## src/verilog/ssc_pkg.sv

```systemverilog
// Purpose: shared constants and types for the static space configuration
// Assumes: 32-bit register bus, one system clock
// Notes: the config struct layout is the register bit layout
package ssc_pkg;

  // register byte offsets on the register bus
  localparam logic [7:0] SSC_OFS_CONFIG = 8'h00;
  localparam logic [7:0] SSC_OFS_STATUS = 8'h04;
  localparam int SSC_ADDR_W = 8;

  // space configuration reset value and writable bits
  localparam logic [31:0] SSC_CFG_RESET = 32'h01fc3faf;
  localparam logic [31:0] SSC_CFG_WMASK = 32'h03ff3fbf;

  // field positions of the space configuration word
  localparam int SSC_POS_SRAM_PAR = 25;
  localparam int SSC_POS_SRAM_GAP = 24;
  localparam int SSC_POS_SRAM_RW = 21;
  localparam int SSC_POS_SRAM_WW = 18;
  localparam int SSC_POS_SRAM_SZ = 16;
  localparam int SSC_POS_ROM_PAR = 14;
  localparam int SSC_POS_ROM_GAP = 13;
  localparam int SSC_POS_ROM_RW = 10;
  localparam int SSC_POS_ROM_SZ = 8;
  localparam int SSC_POS_GEN_DS = 7;
  localparam int SSC_POS_GEN_PAR = 6;
  localparam int SSC_POS_GEN_GAP = 5;
  localparam int SSC_POS_GEN_UNIT = 4;
  localparam int SSC_POS_GEN_WT = 2;
  localparam int SSC_POS_GEN_SZ = 0;

  // width code meaning "space absent"
  localparam logic [1:0] SSC_WIDTH_NONE = 2'h0;

  // access length in clocks per wait code 0..7, four bits per code
  localparam logic [31:0] SSC_LEN_TAB = 32'hca865432;
  // general device length is this base plus the wait code, in units
  localparam logic [3:0] SSC_GEN_LEN_BASE = 4'h4;

  // top address bits selecting each space
  localparam logic [3:0] SSC_ROM_TOP = 4'h0;
  localparam logic [3:0] SSC_SRAM_TOP = 4'h1;
  localparam logic [1:0] SSC_GEN_TOP = 2'h1;

  // bus responses
  localparam logic [1:0] SSC_RESP_OKAY = 2'h0;
  localparam logic [1:0] SSC_RESP_SLVERR = 2'h2;

  typedef struct packed {
    logic [5:0] rsv_hi;
    logic sram_parity_enable;
    logic sram_idle_gap_enable;
    logic [2:0] sram_read_wait_sel;
    logic [2:0] sram_write_wait_sel;
    logic [1:0] sram_width_sel;
    logic rsv_mid;
    logic rom_parity_enable;
    logic rom_idle_gap_enable;
    logic [2:0] rom_read_wait_sel;
    logic [1:0] rom_width_sel;
    logic gen_write_setup_guarantee;
    logic gen_parity_enable;
    logic gen_idle_gap_enable;
    logic gen_clock_unit_sel;
    logic [1:0] gen_wait_sel;
    logic [1:0] gen_width_sel;
  } ssc_cfg_t;

  typedef enum logic [1:0] {
    SSC_SP_NONE = 2'h0,
    SSC_SP_ROM = 2'h1,
    SSC_SP_SRAM = 2'h2,
    SSC_SP_GEN = 2'h3
  } ssc_space_t;

  // core request and answer
  typedef struct packed {
    logic [31:0] addr;
    logic [31:0] wdata;
    logic write;
    logic fetch;
  } ssc_req_t;

  typedef struct packed {
    logic [31:0] rdata;
    logic instr_exc;
    logic data_exc;
    logic bus_err;
  } ssc_rsp_t;

endpackage

```

## src/verilog/ssc_access_timer.sv

```systemverilog
// Purpose: counts the length of one external access in time units
// Assumes: start is a one-cycle pulse in the cycle before the access
// Notes: a unit is one clock, or two clocks when unit_two is set
module ssc_access_timer
  import ssc_pkg::*;
(
  input wire logic clk,
  input wire logic reset_n,
  input wire logic start,
  input wire logic [3:0] len,
  input wire logic unit_two,
  output logic done
);

  logic [3:0] remain;
  logic active;
  logic two_q;
  logic phase;
  logic unit_tick;

  // divider enable: every clock, or every second clock
  assign unit_tick = active && (!two_q || phase);
  assign done = unit_tick && (remain == 4'h1);

  // unit counter and divider phase
  always_ff @(posedge clk or negedge reset_n) begin
    if (!reset_n) begin
      remain <= 4'h0;
      active <= 1'b0;
      two_q <= 1'b0;
      phase <= 1'b0;
    end else if (start) begin
      remain <= len;
      active <= 1'b1;
      two_q <= unit_two;
      phase <= 1'b0;
    end else if (active) begin
      phase <= two_q ? !phase : 1'b0;
      if (unit_tick) begin
        remain <= remain - 4'h1;
        active <= (remain != 4'h1);
      end
    end
  end

endmodule // ssc_access_timer

```

## src/verilog/ssc_space_ctrl.sv

```systemverilog
// Purpose: space configuration register and access shaping for ROM,
//   SRAM and general device spaces
// Assumes: AXI4-Lite register port, one access at a time from the core
// Notes: external inputs pass a two-stage synchroniser before use
//
// Operation
// - SRAM parity check resets off; when on, parity error gives bus error
// - SRAM idle gap resets on; one idle clock after ROM or DRAM read
// - SRAM read wait code resets 111; lengths 2,3,4,5,6,8,10,12 clocks
// - SRAM write wait code resets 111; same length table for writes
// - SRAM width resets 00; 00 absent, then 8, 16, 32 bits
// - SRAM width 00 makes SRAM access raise fetch or data exception
// - ROM parity check resets off and stays off in this device
// - ROM idle gap resets on; one idle clock after SRAM or DRAM read
// - ROM read wait code resets 111; lengths 2,3,4,5,6,8,10,12 clocks
// - ROM width code selects none, 8, 16 or 32 bit ROM access
// - ROM width 00 makes ROM access raise exception, no external cycle
// - general write setup resets on; data driven before write strobe
// - general parity check resets off and stays off in this device
// - general idle gap resets on; one idle clock after SRAM or DRAM read
// - general clock unit resets to one clock; set selects two clocks
// - general wait code resets 11; lengths 4 to 7 time units
// - general width resets 11; 00 absent, then 8, 16, 32 bits
// - general width 00 makes access raise exception, no bus cycle
// - ROM space decodes to ROM accesses with low ROM select
// - 0x1000_0000 to 0x1fff_ffff decodes to SRAM with low SRAM select
// - general space decodes to peripheral access with low address strobe
//
// Our own choices: the address map and the AXI4-Lite interface to the registers.
module ssc_space_ctrl
  import ssc_pkg::*;
(
  input wire logic clk,
  input wire logic reset_n,
  // register bus
  input wire logic [SSC_ADDR_W-1:0] s_axi_awaddr,
  input wire logic s_axi_awvalid,
  output logic s_axi_awready,
  input wire logic [31:0] s_axi_wdata,
  input wire logic [3:0] s_axi_wstrb,
  input wire logic s_axi_wvalid,
  output logic s_axi_wready,
  output logic [1:0] s_axi_bresp,
  output logic s_axi_bvalid,
  input wire logic s_axi_bready,
  input wire logic [SSC_ADDR_W-1:0] s_axi_araddr,
  input wire logic s_axi_arvalid,
  output logic s_axi_arready,
  output logic [31:0] s_axi_rdata,
  output logic [1:0] s_axi_rresp,
  output logic s_axi_rvalid,
  input wire logic s_axi_rready,
  // core request and answer
  input wire logic cpu_req_valid,
  input wire ssc_req_t cpu_req,
  output logic cpu_req_ready,
  output logic cpu_rsp_valid,
  output ssc_rsp_t cpu_rsp,
  // external memory and device side
  output logic [31:0] ext_addr,
  output logic [31:0] ext_wdata,
  output logic ext_wdata_oe,
  input wire logic [31:0] ext_rdata,
  input wire logic ext_parity_err,
  output logic [1:0] ext_width,
  output logic rom_sel_n,
  output logic sram_sel_n,
  output logic addr_strobe_n,
  output logic rd_strobe_n,
  output logic wr_strobe_n
);

  typedef enum logic [2:0] {
    SSC_ST_IDLE = 3'b000,
    SSC_ST_GAP = 3'b001,
    SSC_ST_SETUP = 3'b011,
    SSC_ST_ACCESS = 3'b010
  } ssc_state_t;

  ssc_state_t state;
  ssc_state_t next_state;
  logic [31:0] space_config;
  ssc_cfg_t cfg;

  // ---------------- register bus slave ----------------
  logic aw_held;
  logic w_held;
  logic [SSC_ADDR_W-1:0] aw_addr_q;
  logic [31:0] w_data_q;
  logic [3:0] w_strb_q;
  logic wr_fire;
  logic wr_hit_cfg;
  logic wr_hit_stat;
  logic rd_fire;
  logic rd_hit_cfg;
  logic rd_hit_stat;
  logic [31:0] byte_mask;
  logic [31:0] status_word;
  logic last_instr_exc;
  logic last_data_exc;
  logic last_bus_err;

  assign cfg = ssc_cfg_t'(space_config);

  // address and data accepted independently, held until the response
  assign s_axi_awready = !aw_held && !s_axi_bvalid;
  assign s_axi_wready = !w_held && !s_axi_bvalid;
  assign wr_fire = aw_held && w_held && !s_axi_bvalid;
  assign wr_hit_cfg = (aw_addr_q == SSC_OFS_CONFIG);
  assign wr_hit_stat = (aw_addr_q == SSC_OFS_STATUS);
  assign s_axi_arready = !s_axi_rvalid;
  assign rd_fire = s_axi_arvalid && s_axi_arready;
  assign rd_hit_cfg = (s_axi_araddr == SSC_OFS_CONFIG);
  assign rd_hit_stat = (s_axi_araddr == SSC_OFS_STATUS);

  // byte enables widened to bit mask, limited to writable bits
  generate
    for (genvar b = 0; b < 4; b++) begin : g_lane
      assign byte_mask[b*8 +: 8] = {8{w_strb_q[b]}} & SSC_CFG_WMASK[b*8 +: 8];
    end
  endgenerate

  // status word: busy and the flags of the last answer
  assign status_word = {28'h0000000, last_bus_err, last_data_exc,
                        last_instr_exc, (state != SSC_ST_IDLE)};

  // write channel holding registers
  always_ff @(posedge clk or negedge reset_n) begin
    if (!reset_n) begin
      aw_held <= 1'b0;
      w_held <= 1'b0;
      aw_addr_q <= '0;
      w_data_q <= 32'h00000000;
      w_strb_q <= 4'h0;
    end else begin
      if (s_axi_awvalid && s_axi_awready) begin
        aw_held <= 1'b1;
        aw_addr_q <= s_axi_awaddr;
      end else if (wr_fire) begin
        aw_held <= 1'b0;
      end
      if (s_axi_wvalid && s_axi_wready) begin
        w_held <= 1'b1;
        w_data_q <= s_axi_wdata;
        w_strb_q <= s_axi_wstrb;
      end else if (wr_fire) begin
        w_held <= 1'b0;
      end
    end
  end

  // write response; status is read-only, unmapped addresses are refused
  always_ff @(posedge clk or negedge reset_n) begin
    if (!reset_n) begin
      s_axi_bvalid <= 1'b0;
      s_axi_bresp <= SSC_RESP_OKAY;
    end else if (wr_fire) begin
      s_axi_bvalid <= 1'b1;
      s_axi_bresp <= wr_hit_cfg ? SSC_RESP_OKAY : SSC_RESP_SLVERR;
    end else if (s_axi_bready) begin
      s_axi_bvalid <= 1'b0;
    end
  end

  // space configuration register; parity bits of ROM and general space
  // are masked out of the writable set and always read zero
  always_ff @(posedge clk or negedge reset_n) begin
    if (!reset_n) begin
      space_config <= SSC_CFG_RESET;
    end else if (wr_fire && wr_hit_cfg) begin
      space_config <= (space_config & ~byte_mask) |
                      (w_data_q & byte_mask);
    end
  end

  // read channel
  always_ff @(posedge clk or negedge reset_n) begin
    if (!reset_n) begin
      s_axi_rvalid <= 1'b0;
      s_axi_rdata <= 32'h00000000;
      s_axi_rresp <= SSC_RESP_OKAY;
    end else if (rd_fire) begin
      s_axi_rvalid <= 1'b1;
      s_axi_rdata <= rd_hit_cfg ? space_config :
                     (rd_hit_stat ? status_word : 32'h00000000);
      s_axi_rresp <= (rd_hit_cfg || rd_hit_stat) ? SSC_RESP_OKAY
                                                 : SSC_RESP_SLVERR;
    end else if (s_axi_rready) begin
      s_axi_rvalid <= 1'b0;
    end
  end

  // ---------------- external input synchronisers ----------------
  logic [32:0] ext_meta;
  logic [32:0] ext_sync;

  always_ff @(posedge clk or negedge reset_n) begin
    if (!reset_n) begin
      ext_meta <= '0;
      ext_sync <= '0;
    end else begin
      ext_meta <= {ext_parity_err, ext_rdata};
      ext_sync <= ext_meta;
    end
  end

  // ---------------- request decode ----------------
  ssc_space_t req_space;
  logic [1:0] req_width;
  logic req_invalid;
  logic [2:0] req_wait_code;
  logic [3:0] req_len;
  logic req_setup;
  logic req_gap;
  logic tmr_done;
  logic accept;
  logic last_cycle;
  logic [2:0] pend; // answer waits for synced data: par, rd, valid

  // top address bits pick the space
  assign req_space =
    (cpu_req.addr[31:28] == SSC_ROM_TOP) ? SSC_SP_ROM :
    (cpu_req.addr[31:28] == SSC_SRAM_TOP) ? SSC_SP_SRAM :
    (cpu_req.addr[31:30] == SSC_GEN_TOP) ? SSC_SP_GEN :
    SSC_SP_NONE;

  assign req_width =
    (req_space == SSC_SP_ROM) ? cfg.rom_width_sel :
    (req_space == SSC_SP_SRAM) ? cfg.sram_width_sel :
    (req_space == SSC_SP_GEN) ? cfg.gen_width_sel :
    SSC_WIDTH_NONE;

  // absent width or a space not served here gives an exception
  assign req_invalid = (req_width == SSC_WIDTH_NONE);

  assign req_wait_code =
    (req_space == SSC_SP_ROM) ? cfg.rom_read_wait_sel :
    (req_space == SSC_SP_GEN) ? {1'b0, cfg.gen_wait_sel} :
    cpu_req.write ? cfg.sram_write_wait_sel
                  : cfg.sram_read_wait_sel;

  // length in time units; general space counts base plus code
  assign req_len = (req_space == SSC_SP_GEN) ?
                   SSC_GEN_LEN_BASE + {2'b00, cfg.gen_wait_sel} :
                   SSC_LEN_TAB[{req_wait_code, 2'b00} +: 4];

  // write data ahead of the strobe for general space writes
  assign req_setup = (req_space == SSC_SP_GEN) && cpu_req.write &&
                     cfg.gen_write_setup_guarantee;

  // an idle clock is needed only when the new access would abut a read
  // of a conflicting space; DRAM reads never end inside this block
  logic cur_write;
  ssc_space_t cur_space;
  assign req_gap = last_cycle && !cur_write && (
    ((req_space == SSC_SP_SRAM) && (cur_space == SSC_SP_ROM) &&
     cfg.sram_idle_gap_enable) ||
    ((req_space == SSC_SP_ROM) && (cur_space == SSC_SP_SRAM) &&
     cfg.rom_idle_gap_enable) ||
    ((req_space == SSC_SP_GEN) && (cur_space == SSC_SP_SRAM) &&
     cfg.gen_idle_gap_enable));

  assign last_cycle = (state == SSC_ST_ACCESS) && tmr_done;
  // a refusal in idle would collide with the delayed answer
  assign cpu_req_ready = last_cycle ||
    ((state == SSC_ST_IDLE) && !(pend[0] && req_invalid));
  assign accept = cpu_req_valid && cpu_req_ready;

  // ---------------- access sequencer ----------------
  logic cur_setup;
  logic cur_fetch;
  logic cur_unit_two;
  logic [3:0] cur_len;
  logic tmr_start;
  logic [3:0] tmr_len;
  logic parity_on;

  always_comb begin
    next_state = state;
    case (state)
      SSC_ST_IDLE: begin
        if (accept && !req_invalid) begin
          next_state = req_setup ? SSC_ST_SETUP : SSC_ST_ACCESS;
        end
      end
      SSC_ST_GAP: begin
        next_state = cur_setup ? SSC_ST_SETUP : SSC_ST_ACCESS;
      end
      SSC_ST_SETUP: begin
        next_state = SSC_ST_ACCESS;
      end
      SSC_ST_ACCESS: begin
        if (tmr_done) begin
          if (accept && !req_invalid) begin
            next_state = req_gap ? SSC_ST_GAP :
                         (req_setup ? SSC_ST_SETUP : SSC_ST_ACCESS);
          end else begin
            next_state = SSC_ST_IDLE;
          end
        end
      end
      default: begin
        next_state = SSC_ST_IDLE;
      end
    endcase
  end

  // timer starts on every entry into the access state
  assign tmr_start = (next_state == SSC_ST_ACCESS) &&
                     ((state != SSC_ST_ACCESS) || tmr_done);
  assign tmr_len = accept ? req_len : cur_len;

  ssc_access_timer u_timer (
    .clk(clk),
    .reset_n(reset_n),
    .start(tmr_start),
    .len(tmr_len),
    .unit_two(accept ? ((req_space == SSC_SP_GEN) &&
                        cfg.gen_clock_unit_sel) : cur_unit_two),
    .done(tmr_done)
  );

  // state and the latched access
  always_ff @(posedge clk or negedge reset_n) begin
    if (!reset_n) begin
      state <= SSC_ST_IDLE;
      cur_space <= SSC_SP_NONE;
      cur_write <= 1'b0;
      cur_fetch <= 1'b0;
      cur_setup <= 1'b0;
      cur_unit_two <= 1'b0;
      cur_len <= 4'h0;
      ext_addr <= 32'h00000000;
      ext_wdata <= 32'h00000000;
      ext_width <= 2'h0;
    end else begin
      state <= next_state;
      if (accept && !req_invalid) begin
        cur_space <= req_space;
        cur_write <= cpu_req.write;
        cur_fetch <= cpu_req.fetch;
        cur_setup <= req_setup;
        cur_unit_two <= (req_space == SSC_SP_GEN) &&
                        cfg.gen_clock_unit_sel;
        cur_len <= req_len;
        ext_addr <= cpu_req.addr;
        ext_wdata <= cpu_req.wdata;
        ext_width <= req_width;
      end
    end
  end

  // parity checking per space; ROM and general bits are held at zero
  assign parity_on =
    ((cur_space == SSC_SP_SRAM) && cfg.sram_parity_enable) ||
    ((cur_space == SSC_SP_ROM) && cfg.rom_parity_enable) ||
    ((cur_space == SSC_SP_GEN) && cfg.gen_parity_enable);

  // answer two cycles after the last access clock, one cycle after a refusal
  always_ff @(posedge clk or negedge reset_n) begin
    if (!reset_n) begin
      cpu_rsp_valid <= 1'b0;
      cpu_rsp <= '0;
      last_instr_exc <= 1'b0;
      last_data_exc <= 1'b0;
      last_bus_err <= 1'b0;
      pend <= 3'h0;
    end else begin
      cpu_rsp_valid <= 1'b0;
      pend <= {parity_on && !cur_write, !cur_write, last_cycle};
      if (pend[0]) begin
        cpu_rsp_valid <= 1'b1;
        cpu_rsp.rdata <= pend[1] ? ext_sync[31:0] : 32'h00000000;
        cpu_rsp.instr_exc <= 1'b0;
        cpu_rsp.data_exc <= 1'b0;
        cpu_rsp.bus_err <= pend[2] && ext_sync[32];
        last_instr_exc <= 1'b0;
        last_data_exc <= 1'b0;
        last_bus_err <= pend[2] && ext_sync[32];
      end
      if (accept && req_invalid) begin
        cpu_rsp_valid <= 1'b1;
        cpu_rsp.rdata <= 32'h00000000;
        cpu_rsp.instr_exc <= cpu_req.fetch;
        cpu_rsp.data_exc <= !cpu_req.fetch;
        cpu_rsp.bus_err <= 1'b0;
        last_instr_exc <= cpu_req.fetch;
        last_data_exc <= !cpu_req.fetch;
        last_bus_err <= 1'b0;
      end
    end
  end

  // ---------------- external strobes ----------------
  logic on_bus;
  assign on_bus = (state == SSC_ST_SETUP) || (state == SSC_ST_ACCESS);
  assign rom_sel_n = !(on_bus && (cur_space == SSC_SP_ROM));
  assign sram_sel_n = !(on_bus && (cur_space == SSC_SP_SRAM));
  assign addr_strobe_n = !(on_bus && (cur_space == SSC_SP_GEN));
  assign rd_strobe_n = !((state == SSC_ST_ACCESS) && !cur_write);
  assign wr_strobe_n = !((state == SSC_ST_ACCESS) && cur_write);
  assign ext_wdata_oe = on_bus && cur_write;

endmodule // ssc_space_ctrl

```

## config.mk

```make
export PLATFORM = sky130hd
export DESIGN_NAME = ssc_space_ctrl
export DESIGN_NICKNAME = d
export VERILOG_FILES = /design/src/verilog/ssc_pkg.sv /design/src/verilog/ssc_access_timer.sv /design/src/verilog/ssc_space_ctrl.sv
export SDC_FILE = /design/constraint.sdc
export NUM_CORES = 1
export LEC_CHECK = 0
export ABC_CLOCK_PERIOD_IN_PS = 4790
export BUFFER_PORTS_ARGS = -buffer_cell sky130_fd_sc_hd__buf_2
export CAP_MARGIN = 30
export CORE_MARGIN = 2
export CORE_UTILIZATION = 40
export DETAILED_ROUTE_END_ITERATION = 16
export PLACE_DENSITY = 0.68
export SYNTH_ARGS = -nofsm -noshare
export SYNTH_HDL_FRONTEND = slang
export SYNTH_HIERARCHICAL = 1
export SYNTH_SLANG_ARGS = --single-unit
```

## constraint.sdc

```tcl
create_clock -name clk -period 4.79 [get_ports clk]
set_clock_uncertainty 0.1 [all_clocks]
set_input_delay 0.958 -clock clk [delete_from_list [all_inputs] [get_ports clk]]
set_output_delay 0.958 -clock clk [all_outputs]
set_load 0.005 [all_outputs]
```

==> results of run 1 <==
[metal layers]
layer | share of wire | vias to the layer above | GRT usage | wire length [microns]
met5 | 0.0011 | - | 0 | 24
met1 | 0.42 | 3264 | 0.2133 | 9485
met4 | 0.018 | 4 | 0.03794 | 402
met3 | 0.097 | 43 | 0.05575 | 2212
met2 | 0.47 | 220 | 0.2691 | 10660
li1 | - | 3008 | - | -
[logic make-up after synthesis]
logic type	Yosys count	synth area share
mux	148	0.1605
flops	277	0.6753
compound gates	96	0.07702
fa+ha+maj	3	0.003645
other cells	1	0.0003641
simple gates	103	0.05406
buf+inv	55	0.02915
[through the flow]
step	area [sq um]	instances	setup slack (ps)	total power [uW]
finish	13170	1335	1299	6459
global route	13170	1335	1182	6808
CTS	13140	1333	1285	6553
detailed placement	12060	1279	1228	4073
global placement	12060	1279	1263	4009
floorplan	10340	694	1661	3600
[cells in the final DEF, fill, tap and decap left out, types with 3 or more instances in the layout]
master and count:
mux2_2 136, dfrtp_1 258, buf_4 7, bufinv_16 5, inv_1 13, clkbuf_8 10
clkbuf_16 29, nand2b_1 5, nor2_1 19, clkinvlp_4 3, nor4b_1 3, conb_1 12
nor3_1 3, a21oi_1 3, nor4_1 3, nand3_1 7, o21ai_0 15, mux2i_1 11
clkbuf_1 4, a22o_1 53, nand2_1 33, nor2b_1 9, dfstp_2 19, and2_1 6
ha_1 3, buf_2 287
[registers in the layout (all words and copies together), names as in the netlist, 4 cells and up, named ones only]
signal / cells
aw_addr_q: 8
cpu_rsp: 35
cur_len: 4
ext_addr: 32
ext_meta: 33
ext_sync: 33
ext_wdata: 32
s_axi_rdata: 23
u_timer/remain: 4
w_data_q: 23
w_strb_q: 4
[critical path: stages]
cell and delay [ps]:
buf_2 150, mux2_1 360, a22o_1 280, o21bai_4 270, nand2_1 80, a21o_1 190
buf_2 140
[worst max-delay path by stage]
stage,start,endpoint,slack [ps],depth (start not counted)
after floorplan,cpu_req[62],u_timer/remain[0]$_DFFE_PN0P_,1660,10
after global placement,cpu_req[62],u_timer/remain[1]$_DFFE_PN0P_,1260,9
after detailed placement,cpu_req[62],u_timer/remain[1]$_DFFE_PN0P_,1230,9
after CTS,cpu_req[62],cpu_req_ready,1280,7
after global routing,u_timer/remain[1]$_DFFE_PN0P_,u_timer/remain[1]$_DFFE_PN0P_,1180,10
final,cpu_req[62],cpu_req_ready,1300,7
[power groups by stage]
stage          clock network (uW)  registers [uW]  logic, uW
6_report                     2450            3030        980
3_5_place_dp                    0            3070        999
2_1_floorplan                   0            3030        574
3_3_place_gp                    0            3050        959
4_1_cts                      2520            3030       1000
5_1_grt                      2630            3090       1090
[layout make-up]
class,count,area [sq um]
clock buffer,43,878.3
fill,2176,12090
antenna,1,2.502
tap,330,412.9
clock inverter,11,202.7
timing repair buffer,298,1572
inverter,13,48.80
sequential,277,6955
multi-input combinational,362,3097
==> results.json, run 1 <==
{
  "crit_fanout": 6,
  "fin_crit_sh": 0.7289,
  "antenna_found_initial": 3,
  "drt-initial-drc-count": 338,
  "switching_power_uw": 1565,
  "vias": 6539,
  "hold_buffers": 0,
  "grt_max_degree": 113,
  "cts_buffers": 29,
  "setup-violations-final": 0,
  "end_kind": "output pin",
  "area_growth_pct": 27.85,
  "reg2reg_from": "u_timer/two_q$_DFFE_PN0P_",
  "power_density_nw_per_um2": 490.5,
  "power_leakage_uw": 0.006776,
  "seqPwrFrac": 0.469,
  "synth_most_common_cell": "dfrtp_1",
  "firstDrtPassIters": 4,
  "post_cts_buffers": 0,
  "clk_latency_ps": 550,
  "root_buffer": "clkbuf_16",
  "whs_path_depth": 0,
  "internal_power_uw": 4894,
  "switching_share": 0.2422,
  "coreArea_sq_um": 25250,
  "maxCapViolCount": 0,
  "yosys.cell_types.count": 59,
  "cts_tree": "built",
  "final_core_util": 0.5215,
  "syn_inst": 683,
  "grt_overflow": 0,
  "final_layout_size_suffix_gt1_frac": 0.5139,
  "rsz0062_at_grt": "no",
  "initial_core_util": 0.4078,
  "worstMarginPinSlew_ps": 877.1,
  "r2r-end": "u_timer/remain[1]$_DFFE_PN0P_",
  "crit_type": "in2out",
  "clkTransAtPathRegs_ps": 60,
  "pwr-share-clk": 0.379,
  "gp_congestion": 0.7858,
  "ys_seq_area_frac": 0.6753,
  "drtAntennaViolNets": 0,
  "slew_viol_final": 0,
  "yosysTopAreaCell": "dfrtp_1",
  "power_frac_comb": 0.152,
  "port_buffers": 288,
  "routed_wl_microns": 22790,
  "hold_violations": 0,
  "viasPerCell": 4.898,
  "yosysWarnings": 6,
  "num_io_pins": 309,
  "grt_pass1_vias": 6626,
  "drc": 0,
  "fp.dieH_microns": 164.5,
  "ir_drop_v": 0.0003210,
  "rrSetupSlack_ps": 1400,
  "synth.ff_latch_count": 277,
  "avgSynthCellArea_sq_um": 15.08,
  "clock_sink_count": 277,
  "period_needed_ps": 3491,
  "final_nets": 1143,
  "setup-tns-final_ps": 0,
  "cp.arrival_ps": 2430,
  "synth_top_cell_area_share": 0.6268,
  "hold_path.startpoint": "ext_meta[8]$_DFF_PN0_",
  "dp_hpwl_microns": 16350,
  "synth_top_flop_cell": "dfrtp_1",
  "startpoint_type": "input port",
  "die_x_microns": 164.5,
  "grt_pass1_wl_microns": 35360,
  "detail_route.wl_per_cell_microns": 17.07,
  "htree_levels": 1,
  "fin_hold_ws_ps": 245.2,
  "fmax_mhz": 286.4,
  "synth_edf_count": 0,
  "run_status": "finished, final reports clean",
  "ys_async_sr_fraction": 1.000,
  "clockBufferDepth": 3,
  "rows": 58,
  "syn-cell-area_sq_um": 10300,
  "crit_required_ps": 3730,
  "synth.area.top_cells": "dfrtp_1 63%, mux2_2 15%, dfstp_2 4.8%",
  "slew_headroom": 0.4153,
  "synth_top_cells_by_count": "258 x dfrtp_1, 136 x mux2_2, 53 x a22o_1",
  "die_area_sq_um": 27050,
  "grt.total_usage": 0.1647,
  "min_to": "ext_sync[8]$_DFF_PN0_",
  "hp-class": "reg2reg",
  "r2r_cells": 9,
  "cts_resized": 0
}
Note: power is estimated with default switching activity, not from simulation.
==> inputs of run 2 (changes only) <==
--- a/config.mk
+++ b/config.mk
@@ -5,13 +5,13 @@
 export SDC_FILE = /design/constraint.sdc
 export NUM_CORES = 1
 export LEC_CHECK = 0
-export ABC_CLOCK_PERIOD_IN_PS = 4790
+export ABC_CLOCK_PERIOD_IN_PS = 2800
 export BUFFER_PORTS_ARGS = -buffer_cell sky130_fd_sc_hd__buf_2
 export CAP_MARGIN = 30
 export CORE_MARGIN = 2
 export CORE_UTILIZATION = 40
 export DETAILED_ROUTE_END_ITERATION = 16
-export PLACE_DENSITY = 0.68
+export PLACE_DENSITY = 0.7
 export SYNTH_ARGS = -nofsm -noshare
 export SYNTH_HDL_FRONTEND = slang
 export SYNTH_HIERARCHICAL = 1
==> constraint.sdc (replaced) <==
create_clock -name clk -period 2.8 [get_ports clk]
set_clock_uncertainty 0.1 [all_clocks]
set_input_delay 0.56 -clock clk [delete_from_list [all_inputs] [get_ports clk]]
set_output_delay 0.56 -clock clk [all_outputs]
set_load 0.005 [all_outputs]
==> run 2 against run 1 <==
Against the previous run:
- worst setup slack got worse by 1200 ps
- first-iteration DRC count increased by 8.6%
- cell area increased by 1.7%
- sequential power increased by 71%
- die area unchanged
- total power increased by 64%
- sequential cell count unchanged
- sequential share of layout area decreased by 0.91 points
- critical path type is now reg2out
- highest routed layer is now met4
==> results.json, run 2 (synthesis results as in run 1) <==
{
  "grtUsageMet3": 0.04947,
  "routed_wl_microns": 23590,
  "rsz0062_at_grt": "no",
  "switching_share": 0.2475,
  "final_cells": 1374,
  "port_buffers": 288,
  "fp.dieH_microns": 164.5,
  "n_antenna_cell": 0,
  "layout.area.seq_sq_um": 6955,
  "grt_pass1_vias": 6740,
  "fillers": 2167,
  "clk_latency_ps": 550,
  "dp_cells": 1307,
  "layout_common_cells": "287 x buf_2, 258 x dfrtp_1, 136 x mux2_2",
  "die_area_sq_um": 27050,
  "power_density_nw_per_um2": 790.2,
  "grt_pass1_wl_microns": 36010,
  "area_growth_pct": 30.09,
  "drt-initial-drc-count": 367,
  "initial_core_util": 0.4078,
  "dp_hpwl_microns": 16510,
  "detail_route.wl_per_cell_microns": 17.17,
  "seqPwrFrac": 0.489,
  "final_common_cell": "buf_2",
  "maxCapViolCount": 0,
  "drtAntennaViolNets": 0,
  "critPathMaxStageDelay_ps": 390,
  "clkTransAtPathRegs_ps": 60,
  "vias": 6719,
  "biggestRegsByFlops": "cpu_rsp x35, ext_meta x33, ext_sync x33",
  "crit_required_ps": 2140,
  "cp_cell_sequence": "mux2_1 -> a22o_2 -> o21bai_4 -> nand2_1 -> a21o_1 -> buf_2",
  "place_area_sq_um": 12320,
  "largest_register_ffs": 35,
  "cts_buffers": 28,
  "setup-tns-final_ps": 0,
  "grt_overflow": 0,
  "firstDrtPassIters": 7,
  "final_nets": 1186,
  "grt_util_met2": 0.2815,
  "multiInputGateArea_sq_um": 3136,
  "setup-violations-final": 0,
  "hold_violations": 0,
  "grt.busiest_layer": "met2",
  "critPathSlowestCell": "dfrtp_1",
  "period_needed_ps": 2721,
  "ir_drop_v": 0.0005070,
  "switching_power_uw": 2621,
  "internal_power_uw": 7968,
  "rows": 58,
  "fin_hold_ws_ps": 23.74,
  "hold_path.startpoint": "ext_rdata[16]",
  "num_io_pins": 309,
  "critPathTopFamily": "compound AO/OA/AOI/OAI gates",
  "htree_levels": 1,
  "clock_sink_count": 277,
  "cp.arrival_ps": 2060,
  "fmax_mhz": 367.5,
  "power_frac_comb": 0.167,
  "clockBufferDepth": 3,
  "end_kind": "output pin",
  "startpoint_type": "register",
  "slew_viol_final": 0,
  "cts_tree": "built",
  "grt_max_degree": 75,
  "viasPerCell": 4.890,
  "reg2reg_from": "u_timer/remain[2]$_DFFE_PN0P_",
  "root_buffer": "clkbuf_16",
  "fin_crit_sh": 0.9717,
  "final_layout_size_suffix_gt1_frac": 0.5172,
  "die_x_microns": 164.5,
  "top_register": "cpu_rsp",
  "crit_fanout": 3,
  "grtUsageMet1": 0.2155,
  "coreArea_sq_um": 25250,
  "design_area_sq_um": 13400,
  "gp_congestion": 0.7607,
  "crit_type": "reg2out",
  "worstMarginPinSlew_ps": 577.1,
  "grt.total_usage": 0.1685,
  "power_leakage_uw": 0.006917,
  "path_buf_inv": 1,
  "hp-class": "in2reg",
  "antenna_found_initial": 1,
  "slew_headroom": 0.6153,
  "drc": 0,
  "pwr-share-clk": 0.344,
  "run_status": "finished, final reports clean"
}
==> run 2: cell types whose count changed in the layout (fill, tap and decap cells not counted), moves of 2 or more <==
cell	before	now
nor2b_1	9	7
bufinv_16	5	2
clkinvlp_4	3	0
nor2b_2	1	3
clkbuf_1	4	11
dlygate4sd3_1	0	15
buf_4	7	35
buf_12	2	4
clkbuf_8	10	5
a22o_1	53	51
==> run 2: stage by stage <==
stage / worst slack (ps) / power [uW] / utilization
after floorplan: 8.181 / 6180 / -
after global placement: -25.22 / 6918 / 0.4877
after detailed placement: -21.99 / 7020 / 0.4877
after CTS: 1.866 / 10740 / 0.5284
after global routing: 2.311 / 11180 / 0.5306
final: 79.26 / 10590 / 0.5306
==> run 2: final timing paths <==
kind,end,slack (ps),cells after the start
max,cpu_req_ready,80,6
min,ext_meta[16]$_DFF_PN0_,20,1
max reg2reg,u_timer/remain[1]$_DFFE_PN0P_,120,10
min reg2reg,ext_sync[19]$_DFF_PN0_,240,0
max in group asynchronous,ext_meta[7]$_DFF_PN0_,1270,3
min in group asynchronous,ext_addr[28]$_DFFE_PN0P_,490,2
==> run 2: worst reg2reg max path: stages (launching register included) <==
cell and delay [ps]:
dfrtp_1 390, nand2b_4 160, nor4b_4 290, buf_4 160, nor2b_2 60, nor4_4 350, o21ai_4 130, o21ai_2 120
mux2_2 350, and2_1 140, a311o_1 310
==> run 2: layer usage <==
| layer | part of all wire | vias to the layer above | wire [microns] |
|---|---|---|---|
| li1 | - | 3092 | - |
| met1 | 0.41 | 3327 | 9766 |
| met2 | 0.47 | 265 | 11210 |
| met3 | 0.091 | 35 | 2137 |
| met4 | 0.020 | 0 | 482 |
| met5 | 0 | - | 0 |
==> run 2: final cells by class <==
class,instances,share of cell area
Tap cell,330,0.03082
Clock inverter,6,0.006817
Timing Repair Buffer,342,0.1451
Clock buffer,44,0.06051
Inverter,13,0.003642
Sequential cell,277,0.5191
Multi-Input combinational cell,362,0.2340
==> run 2: power by group through the flow <==
stage | Sequential [uW] | Clock [uW] | Combinational, uW
finish | 5180 | 3640 | 1770
global placement | 5220 | 0 | 1700
floorplan | 5180 | 0 | 997
global route | 5290 | 3930 | 1960
detailed placement | 5260 | 0 | 1760
CTS | 5190 | 3750 | 1790
==> run 2: repair_timing <==
item | CTS | global route
gates resized for setup | 0 | 6
setup buffers | 1 | 1
cloned | 0 | 0
pin swaps | 1 | 0
endpoints found under the hold margin | 72 | 3
setup endpoints to repair | 1 | 4
hold buffers | 12 | 3
